### config.mk
export PLATFORM = sky130hd
export DESIGN_NAME = asffe_front_end
export DESIGN_NICKNAME = d
export VERILOG_FILES = /design/src/shared/asffe_pkg.sv /design/src/shared/asffe_buf_if.sv /design/src/verilog/asffe_buf.sv /design/src/verilog/asffe_front_end.sv
export SDC_FILE = /design/constraint.sdc
export NUM_CORES = 1
export LEC_CHECK = 0
export BUFFER_PORTS_ARGS = -buffer_cell sky130_fd_sc_hd__buf_2
export CAP_MARGIN = 30
export CORE_MARGIN = 2
export CORE_UTILIZATION = 58
export DETAILED_ROUTE_END_ITERATION = 6
export GPL_ROUTABILITY_DRIVEN = 0
export PLACE_DENSITY = 0.8
export SYNTH_ARGS = -nofsm -noshare
export SYNTH_HDL_FRONTEND = slang
export SYNTH_SLANG_ARGS = --single-unit
### constraint.sdc
create_clock -name clk -period 3.3 [get_ports clk]
set_input_delay 0.33 -clock clk [delete_from_list [all_inputs] [get_ports clk]]
set_output_delay 0.33 -clock clk [all_outputs]
set_load 0.02 [all_outputs]
### src/shared/asffe_pkg.sv
// constants for the serial frame front end of the sampling converter
// assumes a single 10 MHz system clock and APB access to the registers
package asffe_pkg;
  // ---------------------------------------------------------------
  // clock and timing
  // ---------------------------------------------------------------
  localparam int CLK_HZ = 10_000_000;
  localparam int OSC_HZ = 2_500_000;
  localparam int OSC_DIV = CLK_HZ / OSC_HZ;
  localparam int CONV_CLKS = 14;
  localparam int FRAME_EDGES = 16;
  localparam int NORM_TRIG_EDGE = 4;
  localparam int SHORT_SAMPLE = 12;
  localparam int LONG_SAMPLE = 24;
  localparam int RESULT_W = 12;
  localparam int WORD_W = 16;
  localparam int CMD_W = 4;
  localparam int NUM_CH = 8;
  localparam int NUM_SELFTEST = 3;

  // ---------------------------------------------------------------
  // register map (byte addresses)
  // ---------------------------------------------------------------
  localparam logic [7:0] CTRL_OFS = 8'h00;
  localparam logic [7:0] STATUS_OFS = 8'h04;
  localparam logic [7:0] RESULT_OFS = 8'h08;
  localparam logic [7:0] CMD_OFS = 8'h0C;
  localparam logic [3:0] CTRL_RESET = 4'h0;
  localparam int CTRL_LONG_BIT = 0;
  localparam int CTRL_SCLKCONV_BIT = 1;
  localparam int CTRL_EXT_BIT = 2;
  localparam int CTRL_FSMODE_BIT = 3;

  // ---------------------------------------------------------------
  // serial commands
  // ---------------------------------------------------------------
  localparam logic [3:0] CMD_LAST_SELECT = 4'hA;
  localparam logic [3:0] CMD_CONFIG = 4'hE;

  // sample and conversion sequence, gray along the usual path
  typedef enum logic [1:0] {
    ASFFE_IDLE = 2'b00,
    ASFFE_SAMPLE = 2'b01,
    ASFFE_CONVERT = 2'b11,
    ASFFE_DONE = 2'b10
  } asffe_state_e;
endpackage

### src/shared/asffe_buf_if.sv
// valid/ready word channel between the front end and its result buffer
// assumes both ends run on the same clock
`timescale 1ns/100ps
interface asffe_buf_if #(parameter int W = 12);
  logic valid;
  logic ready;
  logic [W-1:0] data;
  modport src (output valid, output data, input ready);
  modport snk (input valid, input data, output ready);
endinterface

### src/verilog/asffe_buf.sv
// two-entry result buffer with valid and ready on both sides
// assumes one clock and an active-low asynchronous reset
`timescale 1ns/100ps
module asffe_buf #(
  parameter int W = 12,
  parameter int DEPTH = 2
) (
  input wire logic clk,
  input wire logic rst_b,
  asffe_buf_if.snk wr,
  asffe_buf_if.src rd
);
  localparam int PW = $clog2(DEPTH);
  logic [W-1:0] mem [DEPTH];
  logic [PW-1:0] wrPtr_q;
  logic [PW-1:0] rdPtr_q;
  logic [PW:0] count_q;
  wire push = wr.valid && wr.ready;
  wire pop = rd.valid && rd.ready;

  assign wr.ready = (count_q != (PW+1)'(DEPTH));
  assign rd.valid = (count_q != '0);
  assign rd.data = mem[rdPtr_q];

  function automatic logic [PW-1:0] nextPtr(input logic [PW-1:0] p);
    nextPtr = (p == PW'(DEPTH - 1)) ? '0 : p + 1'b1;
  endfunction

  always_ff @(posedge clk)
  begin
    if (push)
      mem[wrPtr_q] <= wr.data;
  end

  always_ff @(posedge clk or negedge rst_b)
  begin
    if (!rst_b)
    begin
      wrPtr_q <= '0;
      rdPtr_q <= '0;
      count_q <= '0;
    end
    else
    begin
      if (push)
        wrPtr_q <= nextPtr(wrPtr_q);
      if (pop)
        rdPtr_q <= nextPtr(rdPtr_q);
      count_q <= count_q + (PW+1)'(push) - (PW+1)'(pop);
    end
  end
endmodule

### src/verilog/asffe_front_end.sv
// serial frame front end of a 12-bit sampling converter, APB registers
// assumes pins asynchronous to clk; analog core supplies its code on convCode
// Function
// - chip select fall clears counter, drives output
// - input stops after 16 edges or select rise
// - chip select rise tristates serial output
// - chip select may act as frame sync
// - normal sampling starts after fourth edge
// - sampling lasts 12 or 24 clock periods
// - sample start pin times extended sampling
// - conversion clock from oscillator or serial clock
// - mux selects channel or three self-tests
// - each conversion yields a 12-bit result
// - command in top four bits, msb first
// - capture rising edge, falling with frame sync
// - frame sync fall starts, tristate after 16th
// - sample start pin works while deselected
//
// Decided for this implementation: the APB interface to the registers and the address map.
`timescale 1ns/100ps
module asffe_front_end
  import asffe_pkg::*;
#(
  parameter int OSC_DIVIDE = OSC_DIV,
  parameter int CONV_LEN = CONV_CLKS
) (
  input wire logic clk,
  input wire logic rst_b,
  input wire logic psel,
  input wire logic penable,
  input wire logic pwrite,
  input wire logic [7:0] paddr,
  input wire logic [31:0] pwdata,
  output logic [31:0] prdata,
  output logic pready,
  output logic pslverr,
  input wire logic chipSelectN,
  input wire logic frameSync,
  input wire logic serialClk,
  input wire logic serialIn,
  input wire logic sampleStartN,
  output logic serialOut,
  output logic serialOutOe,
  input wire logic [RESULT_W-1:0] convCode,
  output logic [CMD_W-1:0] muxSel,
  output logic sampleActive,
  output logic convActive
);
  // ---------------------------------------------------------------
  // pin synchronisers and edges
  // ---------------------------------------------------------------
  logic [4:0] sync1_q;
  logic [4:0] sync2_q;
  logic [4:0] prev_q;
  always_ff @(posedge clk or negedge rst_b)
  begin
    if (!rst_b)
    begin
      sync1_q <= 5'h1f;
      sync2_q <= 5'h1f;
      prev_q <= 5'h1f;
    end
    else
    begin
      sync1_q <= {sampleStartN, serialIn, serialClk, frameSync, chipSelectN};
      sync2_q <= sync1_q;
      prev_q <= sync2_q;
    end
  end
  wire csS = sync2_q[0];
  wire sdiS = sync2_q[3];
  wire csFall = prev_q[0] && !sync2_q[0];
  wire csRise = !prev_q[0] && sync2_q[0];
  wire fsFall = prev_q[1] && !sync2_q[1];
  wire sclkRise = !prev_q[2] && sync2_q[2];
  wire sclkFall = prev_q[2] && !sync2_q[2];
  wire ssFall = prev_q[4] && !sync2_q[4];
  wire ssRise = !prev_q[4] && sync2_q[4];

  // ---------------------------------------------------------------
  // configuration
  // ---------------------------------------------------------------
  logic [3:0] ctrl_q;
  wire longSample = ctrl_q[CTRL_LONG_BIT];
  wire sclkConv = ctrl_q[CTRL_SCLKCONV_BIT];
  wire extMode = ctrl_q[CTRL_EXT_BIT];
  wire fsMode = ctrl_q[CTRL_FSMODE_BIT];

  // frame sync fall starts a frame while selected, else select fall does
  wire frameStart = fsMode ? (fsFall && !csS) : csFall;
  wire capEdge = fsMode ? sclkFall : sclkRise;
  wire shiftEdge = fsMode ? sclkRise : sclkFall;

  // ---------------------------------------------------------------
  // frame counter and input shifter
  // ---------------------------------------------------------------
  logic inEn_q;
  logic [3:0] edgeCnt_q;
  logic [WORD_W-1:0] shiftIn_q;
  logic [WORD_W-1:0] lastCmd_q;
  logic cmdValid_q;
  wire capture = capEdge && inEn_q;
  wire lastEdge = capture && (edgeCnt_q == 4'(FRAME_EDGES - 1));
  wire cutShort = csRise && inEn_q && (edgeCnt_q != 4'h0);
  wire [WORD_W-1:0] shiftNext = {shiftIn_q[WORD_W-2:0], sdiS};

  // blanks after an early select rise read as zeros
  function automatic logic [WORD_W-1:0] alignWord(input logic [WORD_W-1:0] w,
                                                  input logic [3:0] n);
    alignWord = w << (5'(WORD_W) - {1'b0, n});
  endfunction

  always_ff @(posedge clk or negedge rst_b)
  begin
    if (!rst_b)
    begin
      inEn_q <= 1'b0;
      edgeCnt_q <= 4'h0;
      shiftIn_q <= '0;
      lastCmd_q <= '0;
      cmdValid_q <= 1'b0;
    end
    else
    begin
      cmdValid_q <= lastEdge || cutShort;
      if (frameStart)
      begin
        inEn_q <= 1'b1;
        edgeCnt_q <= 4'h0;
      end
      else if (lastEdge || csRise)
        inEn_q <= 1'b0;
      if (capture)
      begin
        shiftIn_q <= shiftNext;
        edgeCnt_q <= edgeCnt_q + 4'h1;
      end
      if (lastEdge)
        lastCmd_q <= shiftNext;
      else if (cutShort)
        lastCmd_q <= alignWord(shiftIn_q, edgeCnt_q);
    end
  end

  // ---------------------------------------------------------------
  // result buffer and serial output
  // ---------------------------------------------------------------
  asffe_buf_if #(.W(RESULT_W)) toBuf ();
  asffe_buf_if #(.W(RESULT_W)) fromBuf ();
  asffe_buf #(.W(RESULT_W), .DEPTH(2)) u_buf (
    .clk(clk),
    .rst_b(rst_b),
    .wr(toBuf.snk),
    .rd(fromBuf.src)
  );

  logic [RESULT_W-1:0] result_q;
  logic [WORD_W-1:0] outWord_q;
  logic outStarted_q;
  wire [RESULT_W-1:0] nextResult = fromBuf.valid ? fromBuf.data : result_q;
  assign fromBuf.ready = frameStart;

  always_ff @(posedge clk or negedge rst_b)
  begin
    if (!rst_b)
    begin
      result_q <= '0;
      outWord_q <= '0;
      outStarted_q <= 1'b0;
      serialOut <= 1'b0;
      serialOutOe <= 1'b0;
    end
    else if (frameStart)
    begin
      result_q <= nextResult;
      outWord_q <= {nextResult, 4'h0};
      serialOut <= nextResult[RESULT_W-1];
      serialOutOe <= 1'b1;
      outStarted_q <= 1'b0;
    end
    else if (csRise)
      serialOutOe <= 1'b0;
    else if (shiftEdge && serialOutOe)
    begin
      if (fsMode && !inEn_q)
        serialOutOe <= 1'b0;
      else if (outStarted_q)
      begin
        outWord_q <= {outWord_q[WORD_W-2:0], 1'b0};
        serialOut <= outWord_q[WORD_W-2];
      end
      outStarted_q <= 1'b1;
    end
  end

  // ---------------------------------------------------------------
  // sample and conversion sequence
  // ---------------------------------------------------------------
  asffe_state_e state_q;
  logic [4:0] sampCnt_q;
  logic [4:0] convCnt_q;
  logic [7:0] oscCnt_q;
  logic oscTick_q;
  wire normTrig = capture && !extMode && (edgeCnt_q == 4'(NORM_TRIG_EDGE - 1));
  wire [4:0] sampLast = longSample ? 5'(LONG_SAMPLE - 1) : 5'(SHORT_SAMPLE - 1);
  wire convTick = sclkConv ? sclkRise : oscTick_q;
  wire extStart = extMode && csS && ssFall;
  wire extEnd = extMode && csS && ssRise;
  wire sampEnd = extMode ? extEnd : (sclkRise && sampCnt_q == sampLast);
  assign toBuf.valid = (state_q == ASFFE_DONE);
  assign toBuf.data = convCode;

  always_ff @(posedge clk or negedge rst_b)
  begin
    if (!rst_b)
      oscCnt_q <= 8'h00;
    else if (oscCnt_q == 8'(OSC_DIVIDE - 1))
      oscCnt_q <= 8'h00;
    else
      oscCnt_q <= oscCnt_q + 8'h01;
  end

  always_ff @(posedge clk or negedge rst_b)
  begin
    if (!rst_b)
      oscTick_q <= 1'b0;
    else
      oscTick_q <= (oscCnt_q == 8'(OSC_DIVIDE - 1));
  end

  always_ff @(posedge clk or negedge rst_b)
  begin
    if (!rst_b)
    begin
      state_q <= ASFFE_IDLE;
      sampCnt_q <= 5'h00;
      convCnt_q <= 5'h00;
    end
    else
    begin
      case (state_q)
        ASFFE_IDLE:
          if (normTrig || extStart)
          begin
            state_q <= ASFFE_SAMPLE;
            sampCnt_q <= 5'h00;
          end
        ASFFE_SAMPLE:
          if (sampEnd)
          begin
            state_q <= ASFFE_CONVERT;
            convCnt_q <= 5'h00;
          end
          else if (sclkRise)
            sampCnt_q <= sampCnt_q + 5'h01;
        ASFFE_CONVERT:
          if (convTick)
          begin
            if (convCnt_q == 5'(CONV_LEN - 1))
              state_q <= ASFFE_DONE;
            else
              convCnt_q <= convCnt_q + 5'h01;
          end
        ASFFE_DONE:
          if (toBuf.ready)
            state_q <= ASFFE_IDLE;
        default:
          state_q <= ASFFE_IDLE;
      endcase
    end
  end

  // ---------------------------------------------------------------
  // mux select and status pins
  // ---------------------------------------------------------------
  wire [CMD_W-1:0] earlyCmd = {shiftIn_q[2:0], sdiS};
  wire selOk = (earlyCmd <= CMD_LAST_SELECT);
  always_ff @(posedge clk or negedge rst_b)
  begin
    if (!rst_b)
    begin
      muxSel <= 4'h0;
      sampleActive <= 1'b0;
      convActive <= 1'b0;
    end
    else
    begin
      if (capture && edgeCnt_q == 4'(NORM_TRIG_EDGE - 1) && selOk)
        muxSel <= earlyCmd;
      sampleActive <= (state_q == ASFFE_SAMPLE);
      convActive <= (state_q == ASFFE_CONVERT);
    end
  end

  // ---------------------------------------------------------------
  // APB slave
  // ---------------------------------------------------------------
  wire setup = psel && !penable && !pready;
  wire apbWr = psel && penable && pready && pwrite;
  wire hitCtrl = (paddr == CTRL_OFS);
  wire hitStat = (paddr == STATUS_OFS);
  wire hitRes = (paddr == RESULT_OFS);
  wire hitCmd = (paddr == CMD_OFS);
  wire hitAny = hitCtrl || hitStat || hitRes || hitCmd;
  wire cfgCmd = cmdValid_q && (lastCmd_q[15:12] == CMD_CONFIG);
  wire [31:0] rdMux = hitCtrl ? {28'h0000_000, ctrl_q} :
                      hitStat ? {23'h00_0000, inEn_q, edgeCnt_q, serialOutOe,
                                 fromBuf.valid, state_q} :
                      hitRes ? {20'h0_0000, result_q} :
                      hitCmd ? {16'h0000, lastCmd_q} : 32'h0000_0000;

  always_ff @(posedge clk or negedge rst_b)
  begin
    if (!rst_b)
    begin
      pready <= 1'b0;
      pslverr <= 1'b0;
      prdata <= 32'h0000_0000;
    end
    else
    begin
      pready <= setup;
      pslverr <= setup && !hitAny;
      if (setup && !pwrite)
        prdata <= rdMux;
    end
  end

  always_ff @(posedge clk or negedge rst_b)
  begin
    if (!rst_b)
      ctrl_q <= CTRL_RESET;
    else if (apbWr && hitCtrl)
      ctrl_q <= pwdata[3:0];
    else if (cfgCmd)
      ctrl_q <= lastCmd_q[3:0];
  end

  // ---------------------------------------------------------------
  // assertions
  // ---------------------------------------------------------------
  property p_frame_open;
    @(posedge clk) disable iff (!rst_b)
    frameStart |=> inEn_q && serialOutOe && edgeCnt_q == 4'h0;
  endproperty
  a_frame_open: assert property (p_frame_open) else $error("frame start not opened");

  property p_stop_16;
    @(posedge clk) disable iff (!rst_b)
    (lastEdge && !frameStart) |=> !inEn_q && cmdValid_q;
  endproperty
  a_stop_16: assert property (p_stop_16) else $error("input open past 16 edges");

  property p_cs_rise;
    @(posedge clk) disable iff (!rst_b)
    (csRise && !frameStart) |=> !serialOutOe && !inEn_q;
  endproperty
  a_cs_rise: assert property (p_cs_rise) else $error("output driven after deselect");

  property p_norm_start;
    @(posedge clk) disable iff (!rst_b)
    (normTrig && state_q == ASFFE_IDLE) |=> state_q == ASFFE_SAMPLE ##1 sampleActive;
  endproperty
  a_norm_start: assert property (p_norm_start) else $error("sampling not started");

  property p_samp_len;
    @(posedge clk) disable iff (!rst_b)
    state_q == ASFFE_SAMPLE && !extMode |-> sampCnt_q <= sampLast;
  endproperty
  a_samp_len: assert property (p_samp_len) else $error("sample period overran");

  property p_ext_hold;
    @(posedge clk) disable iff (!rst_b)
    (state_q == ASFFE_SAMPLE && extMode && $past(extMode) && !extEnd)
      |=> state_q == ASFFE_SAMPLE;
  endproperty
  a_ext_hold: assert property (p_ext_hold) else $error("extended sample ended early");

  property p_conv_clk;
    @(posedge clk) disable iff (!rst_b)
    (state_q == ASFFE_CONVERT && !convTick) |=> $stable(convCnt_q);
  endproperty
  a_conv_clk: assert property (p_conv_clk) else $error("conversion ran off its clock");

  property p_fs_tristate;
    @(posedge clk) disable iff (!rst_b)
    (fsMode && shiftEdge && serialOutOe && !inEn_q && !frameStart && !csRise)
      |=> !serialOutOe;
  endproperty
  a_fs_tristate: assert property (p_fs_tristate) else $error("output kept after 16th bit");

  property p_result_push;
    @(posedge clk) disable iff (!rst_b)
    (state_q == ASFFE_DONE && toBuf.ready) |=> state_q == ASFFE_IDLE;
  endproperty
  a_result_push: assert property (p_result_push) else $error("result not stored");
endmodule

==> results.txt, run 1 <==
----------------------------------------------------
[Pwr]
  Maximum resistive drop on vdd ... 0.4472 mV
  Leakage ... slightly above 4 nW
  Power per unit of standard cell area ... 708.1 nW/um^2

[Route]
  Vias post-DR ... around 5500
  Number of antenna-violating nets in the routed design ... 0
  Router iterations before antenna repair ... 5
  Iter 0 DRT Violations ... 450
  Vias per Instance ... 5.978
  DR WL/cell ... approximately 17 um
  Final wirelength ... 15.94 mm
  Remaining DRCs ... 0

[Synthesis]
  Synth area leader ... dfrtp_1
  Share of the synthesized area in the top cell type ... 38.78%
  Post-synth top flop ... dfrtp_1
  Flip-flop and latch count after synthesis ... approximately 160
  Ys Warns ... 0
  Netlist area before placement ... around 7500 sq um
  Synthesized area divided by synthesized cell count ... 10.97 sq um
  Ranking of synthesized cells by area ... dfrtp_1 (39%), edfxtp_1 (9.5%), mux4_2 (5.7%)
  Number of enable-type register cells in the synthesized netlist ... 24
  Number of distinct library cells after synthesis ... 69
  Post-Syn Instances ... a little under 700
  Fraction of registers with async set/reset ... 84.52%
  Sequential share of the synthesized area ... 53.20%

[Clock network]
  Maximum number of buffers from clock root to sink ... 2
  Clock tree from TritonCTS ... yes
  Clk Tree Root Cell ... clkbuf_16
  CTS buffer count ... 17
  PostCTS Resize Cnt ... 0
  Clock Pin Slew Worst Setup and Hold Paths ... 0.06 ns
  Clock latency on the worst-skew pair ... 0.43 ns
  Clock Sink Count ... 155
  CTS H-Tree Depth ... 4

[Setup path]
  Worst path max stage delay ... 0.72 ns
  Critical path arrival ... between 2 and 3 ns
  Worst-path fanout max ... 18
  Worst path slowest cell ... ha_1
  Type of destination of the critical path ... flip-flop
  Sort of element at the start of the critical path ... flip-flop
  Cell breakdown of the critical path ... inv_1 > ha_1 > mux4_2 > mux2_2 > o211ai_1 > a31oi_1
  Worst Path Required ... between 3 and 4 ns
  Worst Path Class, Setup ... flip-flop to flip-flop

[Die]
  Initial standard-cell utilization of the core ... about 60%
  Core Area ... around 13000 sq um
  Number of primary I/O pins ... 104
  Number of rows created at floorplan ... 41
  Die boundary height ... 118.1 um
  Die X ... 118.1 um
  Die area ... 13950 sq um

[GRT]
  Overall track demand over capacity in global routing ... 23.98%
  Total congestion overflow ... 0
  Global-route wire length before repair ... approximately 26 mm
  Via count of the first global-routing pass ... 5273
  Antenna violations before repair ... 0
  Pin count of the biggest net entering global routing ... 97

[Timing]
  Max Clock Skew ... ~0.009 ns
  FMAX ... between 0.3 and 0.4 GHz
  Worst Tran Pin Value ... 0.9175 ns
  Post-route minimum period ... 2.547 ns
  Final Setup Violations ... 0
  Worst max-slew margin expressed relative to the limit ... 38.83%
  Part of the cycle the worst path needs ... 77.17%
  Setup total negative slack ... 0 ns
  Count of final max-slew check failures ... 0
  Setup repair after global routing missed its margin ... no
  Final-report hold violation count ... 0

[Cells and area]
  Post-layout net count ... 807
  Non-Filler Instances ... 922
  Multi-input logic area ... 3224 sq um
  Area added between synthesis and finish ... 14.34%
  Share of post-route cells with drive strength above 1 ... slightly below 20%
  Filler Cells Inserted ... about 900
  Number of antenna diodes ... 0
  Sequential cell area ... 4016 sq um

[Run status]
  Run status ... complete, no violations

[Placed design]
  Count of port buffers added during placement ... 59
  Dpl cells ... 884
  Detailed-placement wirelength estimate ... 10.68 mm

[Run]
  MaxCap Viol Count ... 0

[Hold path]
  HP Class ... input port to flip-flop

----------------------------------------------------
critical path, delay by kind of cell (launching register included):
kind            cells  cell delay, ns
fa+ha+maj           1            0.72
compound gates      2            0.29
flops               1            0.44
buf+inv             1            0.07
mux                 2            0.85
sequential cells by signal, indices dropped and copies added (netlist names), 2 cells and up:
name,count
result_q,12
sampCnt_q,5
u_buf.count_q,2
prev_q,4
oscCnt_q,8
state_q,2
sync2_q,5
prdata,16
outWord_q,11
sync1_q,5
lastCmd_q,16
ctrl_q,4
edgeCnt_q,4
u_buf.mem,24
shiftIn_q,16
convCnt_q,5
muxSel,4
cell type report:
| type | instances | area share [%] |
|---|---|---|
| Clock buffer | 22 | 6.001 |
| Inverter | 13 | 0.5653 |
| Clock inverter | 10 | 2.073 |
| Multi-Input combinational cell | 477 | 37.35 |
| Sequential cell | 155 | 46.53 |
| Tap cell | 172 | 2.493 |
| Timing Repair Buffer | 73 | 4.986 |
synth_stat cells (5+ instances only):
cell	count
inv_1	13
and2_1	6
a21o_1	16
nand3_1	12
nand2b_1	12
mux2_2	6
clkbuf_1	22
mux2i_1	27
xor2_1	7
nand2_1	93
xnor2_1	7
buf_2	10
o21ai_0	38
nor2_1	52
o311a_1	5
dfstp_2	14
a22o_1	13
buf_1	6
nor3_1	6
a21oi_1	40
dfrtp_1	117
edfxtp_1	24
a31oi_1	5
nor2b_1	6
a211oi_1	13
ha_1	8
mux4_2	19
buf_4	16
nor3b_1	5
logic make-up after synthesis:
| logic type | share of synthesized area [%] |
|---|---|
| AND/OR/NAND/NOR | 14.17 |
| flip-flops | 53.20 |
| buffers and inverters | 4.922 |
| XOR/XNOR | 1.840 |
| multiplexers | 10.14 |
| adder cells (fa/ha/maj) | 1.326 |
| AO/OA/AOI/OAI | 14.35 |
| other | 0.04967 |
cells in the final DEF (no fill, tap or decap), types with 6 or more instances in the layout:
cell type      instances
dfrtp_1              117
mux2i_1               27
conb_1                16
xnor2_1                7
edfxtp_1              24
a21oi_1               40
a22o_1                13
mux2_2                 6
nor2_1                52
nand2b_1              12
ha_1                   8
o21ai_0               38
nor2b_1                6
a21o_1                16
xor2_1                 7
buf_4                  8
dlygate4sd3_1          6
clkbuf_16             20
a211oi_1              13
dfstp_2               14
buf_2                 58
inv_1                 13
nand2_1               93
nand3_1               12
nor3_1                 6
mux4_2                19
and2_1                 6
routing by layer:
| metal | global-route usage, % | vias to the layer above | part of all wire, % |
|---|---|---|---|
| met5 | 0 | - | 0 |
| met4 | 11.60 | 0 | 2.8 |
| met3 | 4.457 | 30 | 6.5 |
| met2 | 37.90 | 239 | 49 |
| met1 | 32.12 | 2686 | 42 |
| li1 | - | 2557 | - |
report_power, final:
group | switching, W | internal, W | total, W
clock network | 0.000754 | 0.00149 | 0.00225
logic | 0.000680 | 0.000572 | 0.00125
registers | 0.000355 | 0.00226 | 0.00261
total | 0.00179 | 0.00432 | 0.00611
stage by stage:
step / worst slack [ns] / area, sq um / util [%] / total power (W) / hold slack [ns]
floorplan: 0.9479 / 7606 / - / 0.003522 / 0.03441
detailed placement: 0.7931 / 7875 / 62.15 / 0.003857 / 0.3246
CTS: 0.7540 / 8632 / 68.12 / 0.006130 / 0.07683
global route: 0.6004 / 8632 / 68.12 / 0.006391 / 0.08683
global placement: 0.8446 / 7875 / 62.15 / 0.003775 / 0.3111
finish: 0.7534 / 8632 / 68.12 / 0.006113 / 0.08823
what timing repair did:
action | CTS | global route
endpoints found under the hold margin | 38 | 0
setup buffers | 0 | 0
hold buffers | 6 | 0
worst paths after layout:
check | endpoint | from | slack (ns) | cells past startpoint
worst max-delay path | lastCmd_q[15] | edgeCnt_q[1] | 0.75 | 6
min in group asynchronous | shiftIn_q[0] | rst_b | 0.41 | 2
worst max register to register | lastCmd_q[15] | edgeCnt_q[1] | 0.75 | 6
max in group asynchronous | sync2_q[4] | rst_b | 2.02 | 3
worst min-delay path | u_buf.mem[0][7] | convCode[7] | 0.09 | 1
worst min register to register | sync2_q[1] | sync1_q[1] | 0.36 | 0
Power figures use the tool's default switching activity.
==> run 2: changes to the inputs <==
--- a/config.mk
+++ b/config.mk
@@ -5,13 +5,14 @@
 export SDC_FILE = /design/constraint.sdc
 export NUM_CORES = 1
 export LEC_CHECK = 0
+export ABC_AREA = 1
 export BUFFER_PORTS_ARGS = -buffer_cell sky130_fd_sc_hd__buf_2
 export CAP_MARGIN = 30
 export CORE_MARGIN = 2
-export CORE_UTILIZATION = 58
+export CORE_UTILIZATION = 53
 export DETAILED_ROUTE_END_ITERATION = 6
 export GPL_ROUTABILITY_DRIVEN = 0
-export PLACE_DENSITY = 0.8
+export PLACE_DENSITY = 0.77
 export SYNTH_ARGS = -nofsm -noshare
 export SYNTH_HDL_FRONTEND = slang
 export SYNTH_SLANG_ARGS = --single-unit
==> constraint.sdc (replaced) <==
create_clock -name clk -period 2.2 [get_ports clk]
set_input_delay 0.22 -clock clk [delete_from_list [all_inputs] [get_ports clk]]
set_output_delay 0.22 -clock clk [all_outputs]
set_load 0.02 [all_outputs]
==> results.txt, run 2 <==
----------------------------------------------------
[Setup path]
  Critical Path End ... sampCnt_q[1]
  Sort of element at the start of the critical path ... flip-flop
  Worst Path Required ... 2.52 ns (-1.04 ns)
  Worst Path Class, Setup ... flip-flop to flip-flop
  Worst-path fanout max ... 7 (-11)
  Capturing point of the worst reg2reg path ... sampCnt_q[1]
  Worst Reg-to-Reg Cells ... 8 (+2)
  CP Launch Point ... edgeCnt_q[0]
  Type of destination of the critical path ... flip-flop
  Critical R2R Launch ... edgeCnt_q[0]
  R2R Setup Slk ... 0.27 ns (-0.48 ns)
  Critical path arrival ... 2.25 ns (-0.55 ns)

[Route]
  Number of antenna-violating nets in the routed design ... 0 (unchanged)
  DR WL/cell ... 14.08 um (-19%)
  Remaining DRCs ... 0 (unchanged)
  Iter 0 DRT Violations ... 574 (+28%)
  Vias post-DR ... 6548 (+19%)
  Final wirelength ... 17.50 mm (+9.8%)
  Vias per Instance ... 5.268 (-12%)
  Router iterations before antenna repair ... 5 (unchanged)

[Cells and area]
  Flip-flop count of the largest register, all copies and words added ... 24 (unchanged)
  Share of post-route cells with drive strength above 1 ... 14.92% (-4.9 points)
  Commonest non-fill, non-tap cells in the layout ... nand2_1 (275), nand3_1 (124), dfrtp_1 (117)
  Final standard cell utilization of the core ... 63.19% (-4.9 points)
  Area added between synthesis and finish ... 16.42%
  Number of antenna diodes ... 0 (unchanged)
  Most flop-heavy register ... u_buf.mem
  Post-layout net count ... 1116 (+38%)
  Commonest non-fill, non-tap cell in the layout ... nand2_1

[Pwr]
  Maximum resistive drop on vdd ... 0.5920 mV (+32%)
  Leakage ... 4.622 nW (+14%)
  Power per unit of standard cell area ... 1096 nW/um^2 (+55%)

[Synthesis]
  Post-Syn Instances ... 961 (+40%)
  Ys Warns ... 0 (unchanged)
  Most frequent cells after synthesis ... nand2_1 (275), nand3_1 (124), dfrtp_1 (117)
  Synth area leader ... dfrtp_1
  Sequential share of the synthesized area ... 50.91% (-2.3 points)
  Cell with the most instances after synthesis ... nand2_1
  Share of the synthesized area in the top cell type ... 37.11% (-1.7 points)
  Synthesized area divided by synthesized cell count ... 8.209 sq um (-25%)
  Number of enable-type register cells in the synthesized netlist ... 24 (unchanged)
  Flip-flop and latch count after synthesis ... 155 (unchanged)
  Fraction of registers with async set/reset ... 84.52% (unchanged)
  Number of distinct library cells after synthesis ... 45 (-35%)
  Post-synth top flop ... dfrtp_1
  Ranking of synthesized cells by area ... dfrtp_1 (37%), nand2_1 (13%), edfxtp_1 (9.1%)
  Netlist area before placement ... 7889 sq um (+4.5%)

[Placed design]
  Count of port buffers added during placement ... 59 (unchanged)
  Detailed-placement wirelength estimate ... 12.50 mm (+17%)

[Clock network]
  Clock tree from TritonCTS ... yes
  CTS H-Tree Depth ... 4 (unchanged)
  Maximum number of buffers from clock root to sink ... 2 (unchanged)
  CTS buffer count ... 17 (unchanged)
  Clock latency on the worst-skew pair ... 0.43 ns (about the same)
  Clock Pin Slew Worst Setup and Hold Paths ... 0.07 ns (about the same)
  Clk Tree Root Cell ... clkbuf_16
  PostCTS Resize Cnt ... 0 (unchanged)
  Clock Sink Count ... 155 (unchanged)

[Die]
  Number of primary I/O pins ... 104 (unchanged)
  Core Area ... 14530 sq um (+15%)
  Initial standard-cell utilization of the core ... 54.28% (-5.3 points)
  Die area ... 15880 sq um (+14%)
  Die X ... 126 um (+6.7%)
  Die boundary height ... 126 um (+6.7%)
  Number of rows created at floorplan ... 44 (+7.3%)

[GRT]
  Global-route wire length before repair ... 29.88 mm (+13%)
  Antenna violations before repair ... 0 (unchanged)
  Via count of the first global-routing pass ... 6118 (+16%)
  Total congestion overflow ... 0 (unchanged)
  Most Used Layer, Global Route ... met1
  GR Layer Usage met1 ... 35.03% (+2.9 points)
  Fraction of met2 tracks used by global routing ... 34.88% (-3.0 points)
  Pin count of the biggest net entering global routing ... 60 (-38%)
  Met3 track demand over resource in global routing ... 5.735% (+1.3 points)
  Overall track demand over capacity in global routing ... 23.56% (-0.42 points)

[Hold path]
  Min-delay src ... pwdata[1]
  HP Class ... input port to flip-flop

[Timing]
  FMAX ... 0.5182 GHz (+32%)
  Setup repair after global routing missed its margin ... no
  Part of the cycle the worst path needs ... 87.71% (+11 points)
  Count of final max-slew check failures ... 0 (unchanged)
  Max Clock Skew ... 0.008015 ns (-0.001021 ns)
  Worst Tran Pin Value ... 0.7238 ns (-0.1937 ns)
  Final Hold Slack ... 0.06229 ns (-0.02594 ns)
  Final-report hold violation count ... 0 (unchanged)
  Final Setup Violations ... 0 (unchanged)
  Worst max-slew margin expressed relative to the limit ... 51.75% (+13 points)
  Post-route minimum period ... 1.930 ns (-0.6170 ns)
  Setup total negative slack ... 0 ns (unchanged)

[Run]
  MaxCap Viol Count ... 0 (unchanged)

[Run status]
  Run status ... complete, no violations

----------------------------------------------------
[run 2: cell count changes in the layout (fill, tap and decap cells not counted), sizes merged, moves of 24 or more]
cell    before  now
a21oi       41    9
inv         13  123
mux2i       27    0
nand2       93  281
nand3       12  129
o211ai       3   27
o21ai       39   84
[run 2: worst max-delay path: stages (launching register included)]
cell	delay [ns]
dfrtp_1	0.40
ha_1	0.20
inv_1	0.04
nor3_1	0.30
nand4_1	0.24
nand2_1	0.26
nand3_1	0.20
nand2_1	0.11
nand2_1	0.05
[run 2: cells by family after synthesis]
kind of cell | synth area share (%)
AND/OR/NAND/NOR | 27.12
flip-flops | 50.91
buffers and inverters | 9.500
other | 0.04754
adder cells (fa/ha/maj) | 1.269
XOR/XNOR | 1.903
AO/OA/AOI/OAI | 9.247
[run 2: timing repair]
| action | 4_1_cts | 5_1_grt |
|---|---|---|
| endpoints found under the hold margin | 78 | 0 |
| setup buffers | 0 | 0 |
| hold buffers | 18 | 0 |
[run 2: worst min-delay path by stage]
stage / endpoint / depth (start not counted)
after floorplan: cmdValid_q / 0
after global placement: shiftIn_q[2] / 1
after detailed placement: shiftIn_q[4] / 1
after CTS: ctrl_q[1] / 3
after global routing: ctrl_q[1] / 3
final: ctrl_q[1] / 3
[run 2: area by class of cell]
| class | count | area, sq um |
|---|---|---|
| clock buffer | 22 | 539.3 |
| clock inverter | 10 | 93.84 |
| fill | 1190 | 5350 |
| inverter | 119 | 450.4 |
| multi-input combinational | 652 | 3179 |
| sequential | 155 | 4016 |
| tap | 184 | 230.2 |
| timing repair buffer | 101 | 674.4 |
[run 2: metrics by stage]
stage          total power (W)  setup WS, ns  cells  area [sq um]
6_report               0.01007        0.2704   1243          9184
5_1_grt                0.01076        0.1005   1243          9184
4_1_cts                0.01008        0.3127   1243          9184
3_5_place_dp          0.006990        0.3250   1193          8371
3_3_place_gp          0.006905        0.3678   1193          8371
2_1_floorplan         0.006227        0.2910    976          7945
[run 2: layer usage]
metal | up-vias | routed length (um)
met5 | - | 0
met4 | 0 | 188
met3 | 19 | 1001
met2 | 194 | 7805
met1 | 3068 | 8504
li1 | 3267 | -
[run 2: report_power, final]
| part | internal [W] | switching (W) | leakage (nW) | total [W] |
|---|---|---|---|---|
| clock | 0.00187 | 0.00120 | 0.315 | 0.00307 |
| sequential | 0.00351 | 0.000449 | 1.91 | 0.00396 |
| combinational | 0.00106 | 0.00197 | 2.40 | 0.00304 |
==> run 3: changes to the inputs <==
--- a/config.mk
+++ b/config.mk
@@ -12,6 +12,7 @@
 export CORE_UTILIZATION = 53
 export DETAILED_ROUTE_END_ITERATION = 6
 export GPL_ROUTABILITY_DRIVEN = 0
+export MAX_ROUTING_LAYER = met4
 export PLACE_DENSITY = 0.77
 export SYNTH_ARGS = -nofsm -noshare
 export SYNTH_HDL_FRONTEND = slang
==> results.txt, run 3 (synthesis gave the netlist of run 2 again) <==
----------------------------------------------------
[Run status]
  Run status ... complete, no violations

[Hold path]
  Cell depth of the worst min-delay path ... 3 (unchanged)
  Hold path endpoint ... ctrl_q[1]
  HP Class ... input port to flip-flop
  Min-delay src ... pwdata[1]

[Clock network]
  CTS buffer count ... 17 (unchanged)
  Clock Sink Count ... 155 (unchanged)
  Clock latency on the worst-skew pair ... 0.43 ns (about the same)
  CTS H-Tree Depth ... 4 (unchanged)
  Clock tree from TritonCTS ... yes
  Number of post-CTS setup repair buffers ... 0 (unchanged)
  Clock Pin Slew Worst Setup and Hold Paths ... 0.07 ns (about the same)
  PostCTS Resize Cnt ... 0 (unchanged)
  Hold bufs inserted after CTS ... 18 (unchanged)
  Clk Tree Root Cell ... clkbuf_16
  Maximum number of buffers from clock root to sink ... 2 (unchanged)

[Setup path]
  Critical R2R Launch ... edgeCnt_q[0]
  Worst Reg-to-Reg Cells ... 8 (unchanged)
  CP Launch Point ... edgeCnt_q[0]
  Worst Path Class, Setup ... flip-flop to flip-flop
  Worst Path Required ... 2.52 ns (about the same)
  R2R Setup Slk ... 0.31 ns (+0.04 ns)
  Capturing point of the worst reg2reg path ... sampCnt_q[1]
  Sort of element at the start of the critical path ... flip-flop
  Critical path arrival ... 2.21 ns (-0.04 ns)
  Type of destination of the critical path ... flip-flop
  Worst-path fanout max ... 7 (unchanged)

[Die]
  Core Area ... 14530 sq um (unchanged)
  Initial standard-cell utilization of the core ... 54.28% (unchanged)
  Die X ... 126 um (unchanged)
  Die boundary height ... 126 um (unchanged)
  Number of primary I/O pins ... 104 (unchanged)
  Number of rows created at floorplan ... 44 (unchanged)
  Die area ... 15880 sq um (unchanged)

[Cells and area]
  Non-Filler Instances ... 1243 (unchanged)
  Flip-flop count of the largest register, all copies and words added ... 24 (unchanged)
  Commonest non-fill, non-tap cells in the layout ... nand2_1 (275), nand3_1 (124), dfrtp_1 (117)
  Commonest non-fill, non-tap cell in the layout ... nand2_1
  Filler Cells Inserted ... 1190 (unchanged)
  Share of post-route cells with drive strength above 1 ... 14.92% (unchanged)
  Number of antenna diodes ... 0 (unchanged)
  Most flop-heavy register ... u_buf.mem
  Post-layout net count ... 1116 (unchanged)
  Area added between synthesis and finish ... 16.42% (unchanged)
  Final standard cell utilization of the core ... 63.19% (unchanged)

[Placed design]
  Detailed-placement wirelength estimate ... 12.50 mm (unchanged)
  Dpl cells ... 1193 (unchanged)
  Count of port buffers added during placement ... 59 (unchanged)

[Route]
  DR WL/cell ... 14.06 um (-0.16%)
  Router iterations before antenna repair ... 5 (unchanged)
  Vias post-DR ... 6526 (-0.34%)
  Vias per Instance ... 5.250 (-0.34%)
  Final wirelength ... 17.47 mm (-0.16%)
  Iter 0 DRT Violations ... 572 (-0.35%)
  Remaining DRCs ... 0 (unchanged)
  Number of antenna-violating nets in the routed design ... 0 (unchanged)

[Run]
  MaxCap Viol Count ... 0 (unchanged)

[Timing]
  Final Hold Slack ... 0.06766 ns (+0.005366 ns)
  Setup repair after global routing missed its margin ... no
  FMAX ... 0.5281 GHz (+1.9%)
  Max Clock Skew ... 0.008223 ns (+0.0002081 ns)
  Final Setup Violations ... 0 (unchanged)
  Setup total negative slack ... 0 ns (unchanged)
  Count of final max-slew check failures ... 0 (unchanged)
  Worst Tran Pin Value ... 0.7290 ns (+0.005226 ns)
  Part of the cycle the worst path needs ... 86.08% (-1.6 points)
  Final-report hold violation count ... 0 (unchanged)
  Post-route minimum period ... 1.894 ns (-0.03598 ns)
  Worst max-slew margin expressed relative to the limit ... 51.40% (-0.35 points)

[Pwr]
  Maximum resistive drop on vdd ... 0.5954 mV (+0.58%)
  Power per unit of standard cell area ... 1096 nW/um^2 (about the same)
  Leakage ... 4.622 nW (unchanged)

[GRT]
  Total congestion overflow ... 0 (unchanged)
  Antenna violations before repair ... 0 (unchanged)
  Overall track demand over capacity in global routing ... 24.28% (+0.73 points)
  Via count of the first global-routing pass ... 6118 (unchanged)
  Global-route wire length before repair ... 29.89 mm (about the same)
  Pin count of the biggest net entering global routing ... 60 (unchanged)

----------------------------------------------------
[run 3: cell counts in the layout (fill, tap and decap cells not counted)]
Identical to the previous run, type by type.
[run 3: through the flow]
step / power (W) / worst slack [ns] / cell area, sq um
after floorplan: 0.006227 / 0.2910 / 7945
after global placement: 0.006905 / 0.3678 / 8371
after detailed placement: 0.006990 / 0.3250 / 8371
after CTS: 0.01008 / 0.3127 / 9184
after global routing: 0.01076 / 0.1007 / 9184
final: 0.01007 / 0.3063 / 9184
[run 3: how the worst max path moves through the flow]
stage                    end  slack, ns  depth (start not counted)
2_1_floorplan   lastCmd_q[8]       0.29                         12
3_3_place_gp   lastCmd_q[14]       0.37                         11
3_5_place_dp    sampCnt_q[1]       0.32                          8
4_1_cts         sampCnt_q[1]       0.31                          8
5_1_grt         sampCnt_q[2]       0.10                          8
6_report        sampCnt_q[1]       0.31                          8
[run 3: per-layer routing]
| metal | wire length (um) | global-route usage [%] |
|---|---|---|
| met1 | 8445 | 35.11 |
| met2 | 7786 | 34.82 |
| met5 | 0 | - |
| met3 | 1037 | 5.735 |
| met4 | 202 | 6.206 |
[run 3: cell type report]
type	instances	area, sq um	area share, %
Timing Repair Buffer	101	674.4	7.343
Clock buffer	22	539.3	5.872
Tap cell	184	230.2	2.507
Inverter	119	450.4	4.905
Sequential cell	155	4016	43.73
Clock inverter	10	93.84	1.022
Multi-Input combinational cell	652	3179	34.62
[run 3: worst max-delay path, cell delays in order (launching register included)]
cell	delay, ns
dfrtp_1	0.40
ha_1	0.20
inv_1	0.04
nor3_1	0.29
nand4_1	0.22
nand2_1	0.25
nand3_1	0.20
nand2_1	0.11
nand2_1	0.05
[run 3: power breakdown]
group          leakage (nW)  total, W  internal, W  switching [W]
Combinational          2.40   0.00304      0.00106        0.00197
Sequential             1.91   0.00396      0.00351       0.000447
Clock                 0.315   0.00307      0.00187        0.00121
